--- src/design/csr_pkg.sv ---
// Constants and types for the charge and supply readout block.
// Assumes a classic Wishbone slave with 32-bit data and word-aligned registers.
package csr_pkg;

   localparam int ADR_W = 10;
   localparam int IDX_W = 8;

   // Register indices; the byte address is four times the index.
   localparam logic [7:0] IDX_CHG_HIGH = 8'h19;
   localparam logic [7:0] IDX_CHG_LOW = 8'h1A;
   localparam logic [7:0] IDX_AVG_HIGH = 8'h1B;
   localparam logic [7:0] IDX_AVG_LOW = 8'h1C;
   localparam logic [7:0] IDX_CONTROL = 8'h30;
   localparam logic [7:0] IDX_STATUS = 8'h31;

   // Control register fields.
   localparam int CTL_PRESC_LSB = 0;
   localparam int CTL_TAU_LSB = 4;
   localparam int CTL_SEC_BIT = 7;
   localparam int CTL_CLEAR_BIT = 8;

   // Status register fields.
   localparam int STA_CAL_ACT_BIT = 0;
   localparam int STA_CAL_RES_BIT = 1;
   localparam int STA_PIN_A_BIT = 2;

   localparam int FRAC_W = 8;
   localparam int VOLT_W = 12;
   localparam int ACC_W = VOLT_W + FRAC_W;

   localparam logic [7:0] RST_BYTE = 8'h00;
   localparam logic [15:0] RST_COUNT = 16'h0000;
   localparam logic [3:0] RST_PRESC = 4'h0;
   localparam logic [3:0] RST_PRESC_CNT = 4'h0;
   localparam logic [2:0] RST_TAU = 3'h4;
   localparam logic [ACC_W-1:0] RST_ACC = 20'h0_0000;
   localparam logic [31:0] RST_WORD = 32'h0000_0000;

   typedef struct packed {
      logic sec_supply;
      logic [2:0] tau;
      logic [3:0] presc;
   } csr_ctrl_t;

   typedef enum logic [1:0] {
      CSR_CHARGE = 2'b00,
      CSR_CALIB = 2'b01,
      CSR_RESULT = 2'b10
   } csr_mode_t;

endpackage

--- src/design/csr_readout.sv ---
// Charge counter high and low bytes and filtered average supply readout with Wishbone access.
// Assumes pulse, reference clock and calibration inputs are asynchronous and the
// voltage samples arrive on clk_i from the converter logic.
//
// Function
// - Read-only register holds charge count low byte.
// - Calibration makes counter count 10 MHz cycles.
// - After calibration, bytes return cycle count until clear.
// - Addressing a measurement register suspends its update.
// - High-byte read copies low byte into shadow.
// - High nibble register holds average bits 11:8.
// - Average uses IIR filter with settable constant.
// - Measure pin A when secondary supply present.
// - Code is high nibble shifted eight plus low.
// - Low byte register holds average bits 7:0.
//
// Local design decision: register access over Wishbone.
`timescale 1ns/10ps

module csr_readout (
   input wire logic clk_i,
   input wire logic rst_i,
   input wire logic cyc_i,
   input wire logic stb_i,
   input wire logic we_i,
   input wire logic [csr_pkg::ADR_W-1:0] adr_i,
   input wire logic [3:0] sel_i,
   input wire logic [31:0] dat_i,
   output logic [31:0] dat_o,
   output logic ack_o,
   input wire logic pfm_pulse_i,
   input wire logic ref_clk_10m_i,
   input wire logic cal_active_i,
   input wire logic [csr_pkg::VOLT_W-1:0] sample_i,
   input wire logic sample_valid_i,
   output logic measure_pin_a_o
);

   function automatic logic rising(input logic now, input logic prev);
      rising = now & ~prev;
   endfunction

   function automatic logic falling(input logic now, input logic prev);
      falling = ~now & prev;
   endfunction

   // Pair decodes used by the update hold; the read logic decodes each index on its own.
   function automatic logic is_chg_pair(input logic [csr_pkg::IDX_W-1:0] i);
      is_chg_pair = (i == csr_pkg::IDX_CHG_HIGH) | (i == csr_pkg::IDX_CHG_LOW);
   endfunction

   function automatic logic is_avg_pair(input logic [csr_pkg::IDX_W-1:0] i);
      is_avg_pair = (i == csr_pkg::IDX_AVG_HIGH) | (i == csr_pkg::IDX_AVG_LOW);
   endfunction

   // One filter step; the fraction bits keep small steps from vanishing at large time constants.
   function automatic logic [csr_pkg::ACC_W-1:0] iir_step(
      input logic [csr_pkg::ACC_W-1:0] acc,
      input logic [csr_pkg::VOLT_W-1:0] smp,
      input logic [2:0] tau
   );
      logic [csr_pkg::ACC_W-1:0] tgt;
      tgt = {smp, {csr_pkg::FRAC_W{1'b0}}};
      iir_step = acc - (acc >> tau) + (tgt >> tau);
   endfunction

   // Control read word; the clear bit is a strobe and always reads zero.
   function automatic logic [31:0] ctrl_word(input csr_pkg::csr_ctrl_t c);
      logic [31:0] w;
      w = csr_pkg::RST_WORD;
      w[csr_pkg::CTL_PRESC_LSB +: 4] = c.presc;
      w[csr_pkg::CTL_TAU_LSB +: 3] = c.tau;
      w[csr_pkg::CTL_SEC_BIT] = c.sec_supply;
      ctrl_word = w;
   endfunction

   // Status read word built from the counter mode and the pin selection.
   function automatic logic [31:0] status_word(input csr_pkg::csr_mode_t m, input logic sec);
      logic [31:0] w;
      w = csr_pkg::RST_WORD;
      w[csr_pkg::STA_CAL_ACT_BIT] = (m == csr_pkg::CSR_CALIB);
      w[csr_pkg::STA_CAL_RES_BIT] = (m == csr_pkg::CSR_RESULT);
      w[csr_pkg::STA_PIN_A_BIT] = sec;
      status_word = w;
   endfunction

   logic [csr_pkg::IDX_W-1:0] idx;
   logic req;
   logic rd_take;
   logic wr_take;
   logic ack_q;
   logic [31:0] dat_q;

   logic [2:0] pfm_sync_q;
   logic [2:0] ref_sync_q;
   logic [2:0] cal_sync_q;
   logic pfm_edge;
   logic ref_edge;
   logic cal_start;
   logic cal_end;

   csr_pkg::csr_ctrl_t ctrl_q;
   logic clear_q;
   csr_pkg::csr_mode_t mode_q;
   logic [3:0] presc_cnt_q;
   logic presc_tick;
   logic [15:0] count_q;
   logic [7:0] chg_shadow_q;
   logic chg_hold;

   logic [csr_pkg::ACC_W-1:0] acc_q;
   logic [csr_pkg::ACC_W-1:0] acc_d;
   logic [csr_pkg::VOLT_W-1:0] avg;
   logic [7:0] avg_shadow_q;
   logic avg_hold;

   assign idx = adr_i[csr_pkg::IDX_W+1:2];
   assign req = cyc_i & stb_i;
   assign rd_take = req & ~we_i & ~ack_q;
   assign wr_take = req & we_i & ~ack_q;

   // Addressing either byte of a pair freezes that value for the whole access.
   // A long hold loses counts, so the host should keep the address up only while reading.
   assign chg_hold = req & is_chg_pair(idx);
   assign avg_hold = req & is_avg_pair(idx);

   // Two flip-flops, then a third stage kept only for edge detection.
   // The idle level of every pin is low and all stages reset low, so no false edge follows reset.
   always_ff @(posedge clk_i) begin
      if (rst_i) begin
         pfm_sync_q <= 3'h0;
      end else begin
         pfm_sync_q <= {pfm_sync_q[1:0], pfm_pulse_i};
      end
   end

   always_ff @(posedge clk_i) begin
      if (rst_i) begin
         ref_sync_q <= 3'h0;
      end else begin
         ref_sync_q <= {ref_sync_q[1:0], ref_clk_10m_i};
      end
   end

   always_ff @(posedge clk_i) begin
      if (rst_i) begin
         cal_sync_q <= 3'h0;
      end else begin
         cal_sync_q <= {cal_sync_q[1:0], cal_active_i};
      end
   end

   assign pfm_edge = rising(pfm_sync_q[1], pfm_sync_q[2]);
   assign ref_edge = rising(ref_sync_q[1], ref_sync_q[2]);
   assign cal_start = rising(cal_sync_q[1], cal_sync_q[2]);
   assign cal_end = falling(cal_sync_q[1], cal_sync_q[2]);

   // Bus slave: one wait state, ack drops in the cycle after it was given.
   always_ff @(posedge clk_i) begin
      if (rst_i) begin
         ack_q <= 1'b0;
      end else begin
         ack_q <= req & ~ack_q;
      end
   end

   always_ff @(posedge clk_i) begin
      if (rst_i) begin
         dat_q <= csr_pkg::RST_WORD;
      end else if (rd_take) begin
         dat_q <= csr_pkg::RST_WORD;
         unique case (idx)
            csr_pkg::IDX_CHG_HIGH: dat_q[7:0] <= count_q[15:8];
            csr_pkg::IDX_CHG_LOW: dat_q[7:0] <= chg_shadow_q;
            csr_pkg::IDX_AVG_HIGH: dat_q[3:0] <= avg[11:8];
            csr_pkg::IDX_AVG_LOW: dat_q[7:0] <= avg_shadow_q;
            csr_pkg::IDX_CONTROL: dat_q <= ctrl_word(ctrl_q);
            csr_pkg::IDX_STATUS: dat_q <= status_word(mode_q, ctrl_q.sec_supply);
            default: dat_q <= csr_pkg::RST_WORD;
         endcase
      end
   end

   assign ack_o = ack_q;
   assign dat_o = dat_q;

   // Control writes honour byte lanes.
   always_ff @(posedge clk_i) begin
      if (rst_i) begin
         ctrl_q <= '{sec_supply: 1'b0, tau: csr_pkg::RST_TAU, presc: csr_pkg::RST_PRESC};
      end else if (wr_take && idx == csr_pkg::IDX_CONTROL && sel_i[0]) begin
         ctrl_q.presc <= dat_i[csr_pkg::CTL_PRESC_LSB +: 4];
         ctrl_q.tau <= dat_i[csr_pkg::CTL_TAU_LSB +: 3];
         ctrl_q.sec_supply <= dat_i[csr_pkg::CTL_SEC_BIT];
      end
   end

   // The clear bit acts for one cycle per accepted write; a bus held past ack is taken again every other cycle and clears again.
   always_ff @(posedge clk_i) begin
      if (rst_i) begin
         clear_q <= 1'b0;
      end else if (wr_take && idx == csr_pkg::IDX_CONTROL && sel_i[1]) begin
         clear_q <= dat_i[csr_pkg::CTL_CLEAR_BIT];
      end else begin
         clear_q <= 1'b0;
      end
   end

   assign measure_pin_a_o = ctrl_q.sec_supply;

   // Counter mode: charge counting, calibration, or holding a calibration result.
   always_ff @(posedge clk_i) begin
      if (rst_i) begin
         mode_q <= csr_pkg::CSR_CHARGE;
      end else begin
         unique case (mode_q)
            csr_pkg::CSR_CHARGE: begin
               if (cal_start) begin
                  mode_q <= csr_pkg::CSR_CALIB;
               end
            end
            csr_pkg::CSR_CALIB: begin
               if (cal_end) begin
                  mode_q <= csr_pkg::CSR_RESULT;
               end
            end
            csr_pkg::CSR_RESULT: begin
               if (cal_start) begin
                  mode_q <= csr_pkg::CSR_CALIB;
               end else if (clear_q) begin
                  mode_q <= csr_pkg::CSR_CHARGE;
               end
            end
            default: mode_q <= csr_pkg::CSR_CHARGE;
         endcase
      end
   end

   // Prescaler: one count every presc+1 pulses; pulses keep counting while held.
   always_ff @(posedge clk_i) begin
      if (rst_i) begin
         presc_cnt_q <= csr_pkg::RST_PRESC_CNT;
      end else if (clear_q || mode_q != csr_pkg::CSR_CHARGE) begin
         presc_cnt_q <= csr_pkg::RST_PRESC_CNT;
      end else if (pfm_edge) begin
         presc_cnt_q <= presc_tick ? csr_pkg::RST_PRESC_CNT : presc_cnt_q + 4'h1;
      end
   end

   assign presc_tick = pfm_edge & (presc_cnt_q == ctrl_q.presc);

   // A calibration starts from zero, so any charge count is overwritten.
   always_ff @(posedge clk_i) begin
      if (rst_i) begin
         count_q <= csr_pkg::RST_COUNT;
      end else if (clear_q && mode_q != csr_pkg::CSR_CALIB) begin
         count_q <= csr_pkg::RST_COUNT;
      end else if (cal_start) begin
         count_q <= csr_pkg::RST_COUNT;
      end else if (!chg_hold) begin
         unique case (mode_q)
            csr_pkg::CSR_CHARGE: begin
               if (presc_tick) begin
                  count_q <= count_q + 16'h0001;
               end
            end
            csr_pkg::CSR_CALIB: begin
               if (ref_edge) begin
                  count_q <= count_q + 16'h0001;
               end
            end
            csr_pkg::CSR_RESULT: count_q <= count_q;
            default: count_q <= count_q;
         endcase
      end
   end

   // High-byte reads snapshot the low byte so the pair stays coherent.
   // A low-byte read without a high-byte read first returns the old snapshot.
   always_ff @(posedge clk_i) begin
      if (rst_i) begin
         chg_shadow_q <= csr_pkg::RST_BYTE;
      end else if (rd_take && idx == csr_pkg::IDX_CHG_HIGH) begin
         chg_shadow_q <= count_q[7:0];
      end
   end

   always_ff @(posedge clk_i) begin
      if (rst_i) begin
         avg_shadow_q <= csr_pkg::RST_BYTE;
      end else if (rd_take && idx == csr_pkg::IDX_AVG_HIGH) begin
         avg_shadow_q <= avg[7:0];
      end
   end

   // First-order low-pass: acc += (sample - acc) / 2^tau, with fraction bits.
   always_comb begin
      acc_d = iir_step(acc_q, sample_i, ctrl_q.tau);
   end

   always_ff @(posedge clk_i) begin
      if (rst_i) begin
         acc_q <= csr_pkg::RST_ACC;
      end else if (clear_q) begin
         acc_q <= csr_pkg::RST_ACC;
      end else if (sample_valid_i && !avg_hold) begin
         acc_q <= acc_d;
      end
   end

   assign avg = acc_q[csr_pkg::ACC_W-1:csr_pkg::FRAC_W];

endmodule // csr_readout

--- config.mk ---
export PLATFORM = sky130hd
export DESIGN_NAME = csr_readout
export DESIGN_NICKNAME = d
export VERILOG_FILES = /design/src/design/csr_pkg.sv /design/src/design/csr_readout.sv
export SDC_FILE = /design/constraint.sdc
export NUM_CORES = 1
export LEC_CHECK = 0
export ABC_CLOCK_PERIOD_IN_PS = 4970
export BUFFER_PORTS_ARGS = -buffer_cell sky130_fd_sc_hd__buf_4
export CORE_UTILIZATION = 50
export DETAILED_ROUTE_END_ITERATION = 8
export PLACE_DENSITY = 0.77
export SYNTH_ARGS = -nofsm -noshare
export SYNTH_HDL_FRONTEND = slang
export SYNTH_SLANG_ARGS = --single-unit
--- constraint.sdc ---
create_clock -name clk_i -period 4.97 [get_ports clk_i]
set_clock_uncertainty 0.15 [all_clocks]
set_input_delay 0.497 -clock clk_i [delete_from_list [all_inputs] [get_ports clk_i]]
set_output_delay 0.497 -clock clk_i [all_outputs]
set_load 0.005 [all_outputs]
==> flow_metrics.py, run 1 <==
metrics = {
    "status": {
        "outcome": "complete, no violations",
    },
    "pwr": {
        "peakVddDrop_v": 0.000207,
        "p_seq_frac": 0.262,
        "p_leak_uw": 0.00284,
        "powerDensity_mw_per_mm2": 448,
        "power_switching_uw": 1300,
        "p_sw_frac": 0.413,
        "comb_power_share": 0.508,
        "p_clk_frac": 0.230,
        "internal-power_uw": 1840,
    },
    "critical_path": {
        "worstSetupStartpointType": "flop",
        "path_max_fanout": 46,
        "worstSetupPathType": "flop to flop",
        "required_ns": 5.05,
        "r2r-start": "ctrl_q[5]",
        "crit_start": "ctrl_q[5]",
        "crit_path_cell_trace": "mux2i_1 -> nand2_1 -> nand2_1 -> a21oi_1 -> fa_1 -> inv_1 -> ha_1 -> a21oi_1 -> o21ai_0 -> o21ai_0 -> o21ai_0 -> a311oi_1 -> xor2_1 -> o21ai_0",
        "crit_path_frequent_cell": "o21ai_0",
        "r2r_cells": 14,
        "cpMaxStageDelayCell": "dfxtp_2",
        "end_kind": "flop",
        "slowest_delay_ns": 0.90,
        "crit_arrival_ns": 4.53,
    },
    "clock_tree": {
        "h-tree-depth": 3,
        "clockRootBuffer": "clkbuf_16",
        "cts.clk_slew.worst_paths_ns": 0.07,
        "cts_tree": "done",
        "cts_setup_buffers": 0,
        "cts_hold_buf": 0,
        "cts_buffer_depth": 2,
        "post_cts_resized": 0,
        "clk_latency_ns": 0.35,
        "cts_buffers": 9,
        "cts.sinks": 85,
    },
    "floorplan": {
        "start_util": 0.519,
        "die_x_um": 114,
        "core-area_mm2": 0.0121,
        "die_height_um": 114,
        "num_io_pins": 101,
        "fp.dieArea_mm2": 0.0130,
        "row_count": 40,
    },
    "synthesis": {
        "ys_async_sr_fraction": 0,
        "synth_fa_ha_area_frac": 0.102,
        "synth_xor_area_frac": 0.0418,
        "syn_inst": 788,
        "synth_top_family_by_area": "simple AND/OR/NAND/NOR gates",
        "synth_cell_types": 63,
        "synthFlopType": "dfxtp_1",
        "synth_compound_area_frac": 0.158,
        "yosysWarnings": 0,
        "synth_commonest_cells": "95 x nand2_1, 85 x dfxtp_1, 70 x nor2_1, 65 x inv_1, 55 x a21oi_1",
        "yosys.area.top_type": "dfxtp_1",
        "syn_area_mm2": 0.00628,
        "synth.yosys.seq_area_share": 0.271,
        "synth-simple-area-share": 0.215,
        "synth_area_leaders": "dfxtp_1 27%, mux2i_1 8.6%, fa_1 6.1%",
        "synth-seq-cells": 85,
        "synth_edf_count": 0,
        "synth_mux_area_frac": 0.120,
        "yosysMostFrequentCell": "nand2_1",
        "yosysTopAreaCellShare": 0.271,
        "syn_avg_cell_area_um2": 7.97,
    },
    "drt": {
        "first_iter_violations": 587,
        "wire_per_inst_um": 14.8,
        "drt-pass1-iter-count": 5,
        "vias_per_cell": 5.53,
        "drtAntennaViolNets": 0,
        "via_count": 5473,
        "totalWireLength_um": 14700,
        "drc_errors": 0,
    },
    "hold_path": {
        "min_from": "pfm_pulse_i",
        "hold_path_class": "primary input to flop",
        "hold_depth": 2,
    },
    "global_routing": {
        "grt_pass1_vias": 4966,
        "grt_pass1_wl_um": 24300,
        "gr-total-overflow": 0,
        "antenna_found_initial": 0,
        "gr-usage-all-layers": 0.238,
        "grt_max_degree": 47,
    },
    "cells_and_area": {
        "fin_cells": 990,
        "fillCellCount": 1121,
        "drive_gt1_frac": 0.120,
        "stdcell_area_mm2": 0.00700,
        "num_antenna_cells": 0,
        "fin_nets": 924,
        "syn_to_final_growth_pct": 11.5,
        "final_util": 0.578,
    },
    "sta": {
        "rsz0062_at_grt": "no",
        "finalSetupViolations": 0,
        "finalMaxSlewViolations": 0,
        "period_share": 0.894,
        "period_needed_ns": 4.44,
        "relSlewSlack": 0.425,
        "max_freq_mhz": 225,
        "finalSetupTns_ns": 0,
        "tightest_slew_ns": 0.857,
        "final-hold-violation-count": 0,
    },
    "placed_design": {
        "placedCellCount": 974,
        "portBuffers": 49,
        "place_area_mm2": 0.00669,
        "dp_hpwl_um": 11300,
        "gp_congestion": 0.889,
    },
    "run": {
        "maxCapViolCount": 0,
    },
}
-- cell families (layout without fill, tap and decap cells) --
kind of cell | after synthesis | after routing
AND/OR/NAND/NOR | 280 | 280
multiplexers | 69 | 69
AO/OA/AOI/OAI | 156 | 156
adder cells (fa/ha/maj) | 40 | 40
other | 1 | 24
XOR/XNOR | 30 | 30
buffers and inverters | 127 | 138
flip-flops | 85 | 85
-- routing by layer --
metal  track usage  part of all wire  vias up
li1              -                 -     2744
met1         0.351              0.49     2514
met2         0.352              0.43      194
met3        0.0439             0.060       21
met4        0.0693             0.016        0
met5             0                 0        -
-- worst paths after layout --
check                        to  slack (ns)
setup / recovery      acc_q[15]        0.53
hold / removal    pfm_sync_q[0]        0.22
setup reg to reg      acc_q[15]        0.53
hold reg to reg   ref_sync_q[1]        0.29
-- power groups by stage --
stage                     clock network, uW  logic (uW)  registers, uW
final                                   722        1600            821
after global routing                    762        1820            826
after CTS                               733        1570            818
after detailed placement                  0        1560            834
after global placement                    0        1540            834
after floorplan                           0        1280            798
-- worst max-delay path: cells and delay by family, from the launching register on --
kind | cells | cell delay [ns]
AO/OA/AOI/OAI | 7 | 1.69
XOR/XNOR | 1 | 0.18
adder cells (fa/ha/maj) | 2 | 0.80
buffers and inverters | 1 | 0.07
flip-flops | 1 | 0.90
multiplexers | 1 | 0.34
AND/OR/NAND/NOR | 2 | 0.18
-- registers in the layout (all words and copies together) (netlist names), 2 cells and up --
register,cells
pfm_sync_q,3
dat_o,8
ctrl_q,7
acc_q,20
cal_sync_q,3
ref_sync_q,3
mode_q,2
chg_shadow_q,8
presc_cnt_q,4
avg_shadow_q,8
count_q,16
-- stage by stage --
step                hold slack [ns]  total power [uW]  setup slack [ns]
finish                        0.216              3140             0.529
global route                  0.207              3410             0.183
global placement              0.265              2370             0.623
CTS                           0.211              3120             0.608
detailed placement            0.280              2400             0.628
floorplan                     0.264              2080             0.938
-- layout make-up --
class | instances | area, um2 | area share
flip-flops and latches | 85 | 1700 | 0.243
clock inverters | 6 | 75.1 | 0.0107
inverters | 65 | 244 | 0.0348
multi-input cells | 599 | 4100 | 0.586
well taps | 168 | 210 | 0.0300
repair buffers | 57 | 428 | 0.0611
clock buffers | 10 | 239 | 0.0341
-- cells in the final DEF (no fill, tap or decap), drive strengths merged, types with 18 or more instances in the layout --
master and instances:
nand2 96, dfxtp 85, nor2 71, inv 69, buf 57, a21oi 55, mux2i 54, o21ai 37
conb 24, nor2b 21, ha 21, fa 19, xnor2 18, nand3 18
Power figures use the tool's default switching activity.
==> run 2, diff against run 1 <==
- ABC_CLOCK_PERIOD_IN_PS: 4970 -> 4400
- clock period: 4.97 -> 4.4 ns (I/O delays scaled with it)
==> flow_metrics.py, run 2 (synthesis gave the netlist of run 1 again) <==
metrics = {
    "global_routing": {
        "grt_pass1_wl_um": 24400,
        "met3_usage": 0.0487,
        "gr-total-overflow": 0,
        "grt_pass1_vias": 5072,
        "grtUsageMet1": 0.338,
        "use_met2": 0.354,
        "grt-busiest-layer": "met2",
        "antenna_found_initial": 0,
        "grt_max_degree": 45,
        "gr-usage-all-layers": 0.236,
    },
    "floorplan": {
        "row_count": 40,
        "die_x_um": 114,
        "num_io_pins": 101,
        "start_util": 0.519,
        "die_height_um": 114,
        "fp.dieArea_mm2": 0.0130,
        "core-area_mm2": 0.0121,
    },
    "hold_path": {
        "hold_path_class": "primary input to flop",
    },
    "sta": {
        "finalMaxSlewViolations": 0,
        "worst_slack_ns": 0.408,
        "rsz0062_at_grt": "no",
        "max_freq_mhz": 251,
        "period_needed_ns": 3.99,
        "finalSetupViolations": 0,
        "tightest_slew_ns": 0.852,
        "finalSetupTns_ns": 0,
        "relSlewSlack": 0.428,
        "period_share": 0.907,
        "final-hold-violation-count": 0,
    },
    "pwr": {
        "powerDensity_mw_per_mm2": 500,
        "peakVddDrop_v": 0.000259,
        "p_leak_uw": 0.00287,
    },
    "clock_tree": {
        "h-tree-depth": 3,
        "clk_latency_ns": 0.35,
        "cts_hold_buf": 0,
        "cts_buffer_depth": 2,
        "clockRootBuffer": "clkbuf_16",
        "cts_setup_buffers": 0,
        "cts_tree": "done",
        "cts.sinks": 85,
        "post_cts_resized": 0,
        "cts.clk_slew.worst_paths_ns": 0.07,
        "cts_buffers": 9,
    },
    "cells_and_area": {
        "num_antenna_cells": 0,
        "fin_nets": 928,
        "largest_register_ffs": 20,
        "layout_common_cells": "95 x nand2_1, 84 x dfxtp_1, 70 x nor2_1",
        "reg_top3": "acc_q x20, count_q x16",
        "final_util": 0.581,
        "syn_to_final_growth_pct": 12.1,
        "drive_gt1_frac": 0.125,
        "top_register": "acc_q",
        "final_common_cell": "nand2_1",
        "fillCellCount": 1106,
    },
    "drt": {
        "drtAntennaViolNets": 0,
        "totalWireLength_um": 14500,
        "drc_errors": 0,
        "first_iter_violations": 467,
        "drt-pass1-iter-count": 6,
        "wire_per_inst_um": 14.6,
        "vias_per_cell": 5.55,
        "via_count": 5521,
    },
    "critical_path": {
        "worstSetupStartpointType": "flop",
        "worstSetupPathType": "flop to flop",
        "end_kind": "flop",
        "required_ns": 4.52,
        "crit_arrival_ns": 4.11,
        "path_max_fanout": 13,
    },
    "placed_design": {
        "gp_congestion": 0.931,
        "portBuffers": 49,
        "dp_hpwl_um": 11300,
        "post-place-ws_ns": 0.356,
    },
    "status": {
        "outcome": "complete, no violations",
    },
    "run": {
        "maxCapViolCount": 0,
    },
}
run 2: cell types whose count changed in the layout (fill, tap and decap cells not counted):
cell / before / now
inv_6: 3 / 1
clkbuf_8: 1 / 0
dfxtp_2: 1 / 0
buf_4: 57 / 60
inv_8: 1 / 2
clkinv_2: 0 / 1
clkinv_4: 0 / 1
buf_12: 0 / 1
dfxtp_4: 0 / 1
run 2: report_power, final:
group / leakage (uW) / internal (uW) / switching, uW
logic: 0.00203 / 783 / 1020
registers: 0.000692 / 839 / 86.2
clock network: 0.000150 / 450 / 341
run 2: worst max-delay path, cell delays in order, from the launching register on:
cell	delay, ns
dfxtp_1	0.40
buf_4	0.23
mux4_2	0.50
nor2_1	0.09
a21oi_1	0.06
fa_1	0.52
inv_1	0.04
ha_1	0.35
nand2_1	0.06
o21ai_0	0.31
o21ai_0	0.13
buf_4	0.16
o21ai_0	0.35
nand3_1	0.13
mux2_2	0.28
o22ai_1	0.12
run 2: per-layer routing:
layer,wire length [um],part of all wire
met5,0,0
met2,6310,0.43
met3,945,0.065
met4,230,0.016
met1,7050,0.48
run 2: path summary, 6_finish.rpt:
path | startpoint | endpoint | slack [ns] | cells after the start
setup / recovery | ctrl_q[4] | acc_q[13] | 0.41 | 15
hold reg to reg | cal_sync_q[0] | cal_sync_q[1] | 0.29 | 1
setup reg to reg | ctrl_q[4] | acc_q[13] | 0.41 | 15
hold / removal | ref_clk_10m_i | ref_sync_q[0] | 0.14 | 2
run 2: through the flow:
step / power [uW] / instances / instance area (um2) / hold slack, ns
finish: 3520 / 994 / 7040 / 0.145
global placement: 2700 / 978 / 6730 / 0.265
detailed placement: 2720 / 978 / 6730 / 0.277
floorplan: 2350 / 811 / 6370 / 0.264
CTS: 3520 / 994 / 7040 / 0.136
global route: 3830 / 994 / 7040 / 0.146
run 2: area by class of cell:
class	count	area (um2)	area share
Clock inverter	7	82.6	0.0117
Sequential cell	85	1710	0.242
Inverter	65	244	0.0346
Timing Repair Buffer	61	470	0.0668
Tap cell	168	210	0.0299
Multi-Input combinational cell	599	4100	0.583
Clock buffer	9	225	0.0320
==> run 3, diff against run 2 <==
- CORE_MARGIN: not set -> 1.5
- PLACE_DENSITY: 0.77 -> not set
- PLACE_DENSITY_LB_ADDON: not set -> 0.05
==> flow_metrics.py, run 3 (synthesis gave the netlist of run 1 again) <==
metrics = {
    "pwr": {
        "p_leak_uw": 0.00286,
        "powerDensity_mw_per_mm2": 500,
        "peakVddDrop_v": 0.000297,
    },
    "run": {
        "maxCapViolCount": 0,
    },
    "placed_design": {
        "dp_hpwl_um": 12700,
        "gp_congestion": 0.896,
        "placedCellCount": 976,
        "portBuffers": 49,
    },
    "critical_path": {
        "crit_arrival_ns": 4.22,
        "worstSetupPathType": "flop to flop",
        "end_kind": "flop",
        "r2r_cells": 15,
        "crit_path_cell_trace": "buf_12 -> mux4_2 -> nor2_1 -> a21oi_1 -> fa_1 -> inv_1 -> ha_1 -> a21oi_1 -> o21ai_0 -> o21ai_0 -> buf_4 -> o21ai_0 -> a311oi_1 -> xor2_1 -> o21ai_0",
        "path_max_fanout": 27,
        "r2r_slack_ns": 0.25,
        "r2r-start": "ctrl_q[4]",
        "crit_start": "ctrl_q[4]",
        "required_ns": 4.47,
        "endpoint": "acc_q[15]",
        "worstSetupStartpointType": "flop",
        "cpMaxStageDelayCell": "mux4_2",
        "crit_path_frequent_cell": "o21ai_0",
        "slowest_delay_ns": 0.51,
        "r2r-end": "acc_q[15]",
    },
    "clock_tree": {
        "clockRootBuffer": "clkbuf_16",
        "cts.sinks": 85,
        "cts_buffer_depth": 2,
        "clk_latency_ns": 0.35,
        "h-tree-depth": 3,
        "cts_tree": "done",
        "cts.clk_slew.worst_paths_ns": 0.06,
        "cts_buffers": 9,
    },
    "cells_and_area": {
        "syn_to_final_growth_pct": 11.7,
        "drive_gt1_frac": 0.121,
        "layout_common_cells": "95 x nand2_1, 84 x dfxtp_1, 70 x nor2_1",
        "top_register": "acc_q",
        "fillCellCount": 1156,
        "final_common_cell": "nand2_1",
        "multi_input_area_mm2": 0.00410,
        "fin_cells": 992,
        "seq_area_mm2": 0.00171,
        "reg_top3": "acc_q x20, count_q x16",
        "largest_register_ffs": 20,
        "num_antenna_cells": 0,
        "fin_nets": 927,
    },
    "sta": {
        "rsz0062_at_grt": "no",
        "relSlewSlack": 0.433,
        "finalSetupViolations": 0,
        "final-hold-violation-count": 0,
        "period_share": 0.943,
        "finalSetupTns_ns": 0,
        "finalMaxSlewViolations": 0,
        "max_freq_mhz": 241,
        "period_needed_ns": 4.15,
        "tightest_slew_ns": 0.844,
    },
    "drt": {
        "wire_per_inst_um": 16.5,
        "drt-pass1-iter-count": 5,
        "totalWireLength_um": 16300,
        "vias_per_cell": 5.60,
        "drc_errors": 0,
        "drtAntennaViolNets": 0,
        "first_iter_violations": 464,
        "via_count": 5554,
    },
    "status": {
        "outcome": "complete, no violations",
    },
    "hold_path": {
        "hold_path_class": "primary input to flop",
    },
    "floorplan": {
        "start_util": 0.519,
        "num_io_pins": 101,
        "die_height_um": 115,
        "core-area_mm2": 0.0121,
        "die_x_um": 115,
        "fp.dieArea_mm2": 0.0132,
        "row_count": 40,
    },
    "global_routing": {
        "antenna_found_initial": 0,
        "grt_max_degree": 45,
        "gr-total-overflow": 0,
        "grt_pass1_vias": 5244,
        "grt_pass1_wl_um": 26300,
        "gr-usage-all-layers": 0.254,
    },
}
run 3: report_power, final:
group | internal, uW | switching [uW] | leakage (uW)
Sequential | 839 | 87.0 | 0.000692
Combinational | 787 | 1070 | 0.00203
Clock | 411 | 317 | 0.000139
run 3: timing repair:
item	4_1_cts	5_1_grt
hold buffers	0	0
setup buffers	0	1
endpoints found under the setup margin	0	7
resized for setup	0	1
run 3: critical path: cells and delay by family (launching register included):
family                   cells  cell delay (ns)
AO/OA/AOI/OAI                7             1.35
adder cells (fa/ha/maj)      2             0.88
multiplexers                 1             0.51
buffers and inverters        3             0.42
flip-flops                   1             0.42
XOR/XNOR                     1             0.17
AND/OR/NAND/NOR              1             0.09
run 3: per-layer routing:
metal  vias to the layer above  global-route usage  share of wire
met5                         -                   0              0
met4                         0              0.0683          0.015
met3                        23              0.0322          0.055
met2                       197               0.405           0.45
met1                      2589               0.365           0.48
li1                       2745                   -              -
run 3: metrics by stage:
step	hold WS, ns	setup slack (ns)	area, um2	power, uW	util
final	0.157	0.249	7020	3510	0.579
after global routing	0.181	0.0222	7020	3800	0.579
after CTS	0.152	0.149	7000	3500	0.578
after detailed placement	0.275	0.177	6730	2750	0.556
after global placement	0.268	0.261	6730	2720	0.556
after floorplan	0.264	0.368	6370	2350	-
run 3: area by class of cell:
type	count	share of cell area
flip-flops and latches	85	0.243
repair buffers	60	0.0683
inverters	65	0.0348
clock inverters	3	0.00267
well taps	168	0.0300
multi-input cells	599	0.585
clock buffers	12	0.0365
run 3: how the worst min path moves through the flow:
stage                       start            end  slack [ns]  cells after the start
floorplan           cal_sync_q[0]  cal_sync_q[1]        0.26                      1
global placement    pfm_sync_q[0]  pfm_sync_q[1]        0.27                      1
detailed placement  pfm_sync_q[0]  pfm_sync_q[1]        0.28                      1
CTS                  cal_active_i  cal_sync_q[0]        0.15                      2
global route         cal_active_i  cal_sync_q[0]        0.18                      2
finish                pfm_pulse_i  pfm_sync_q[0]        0.16                      2
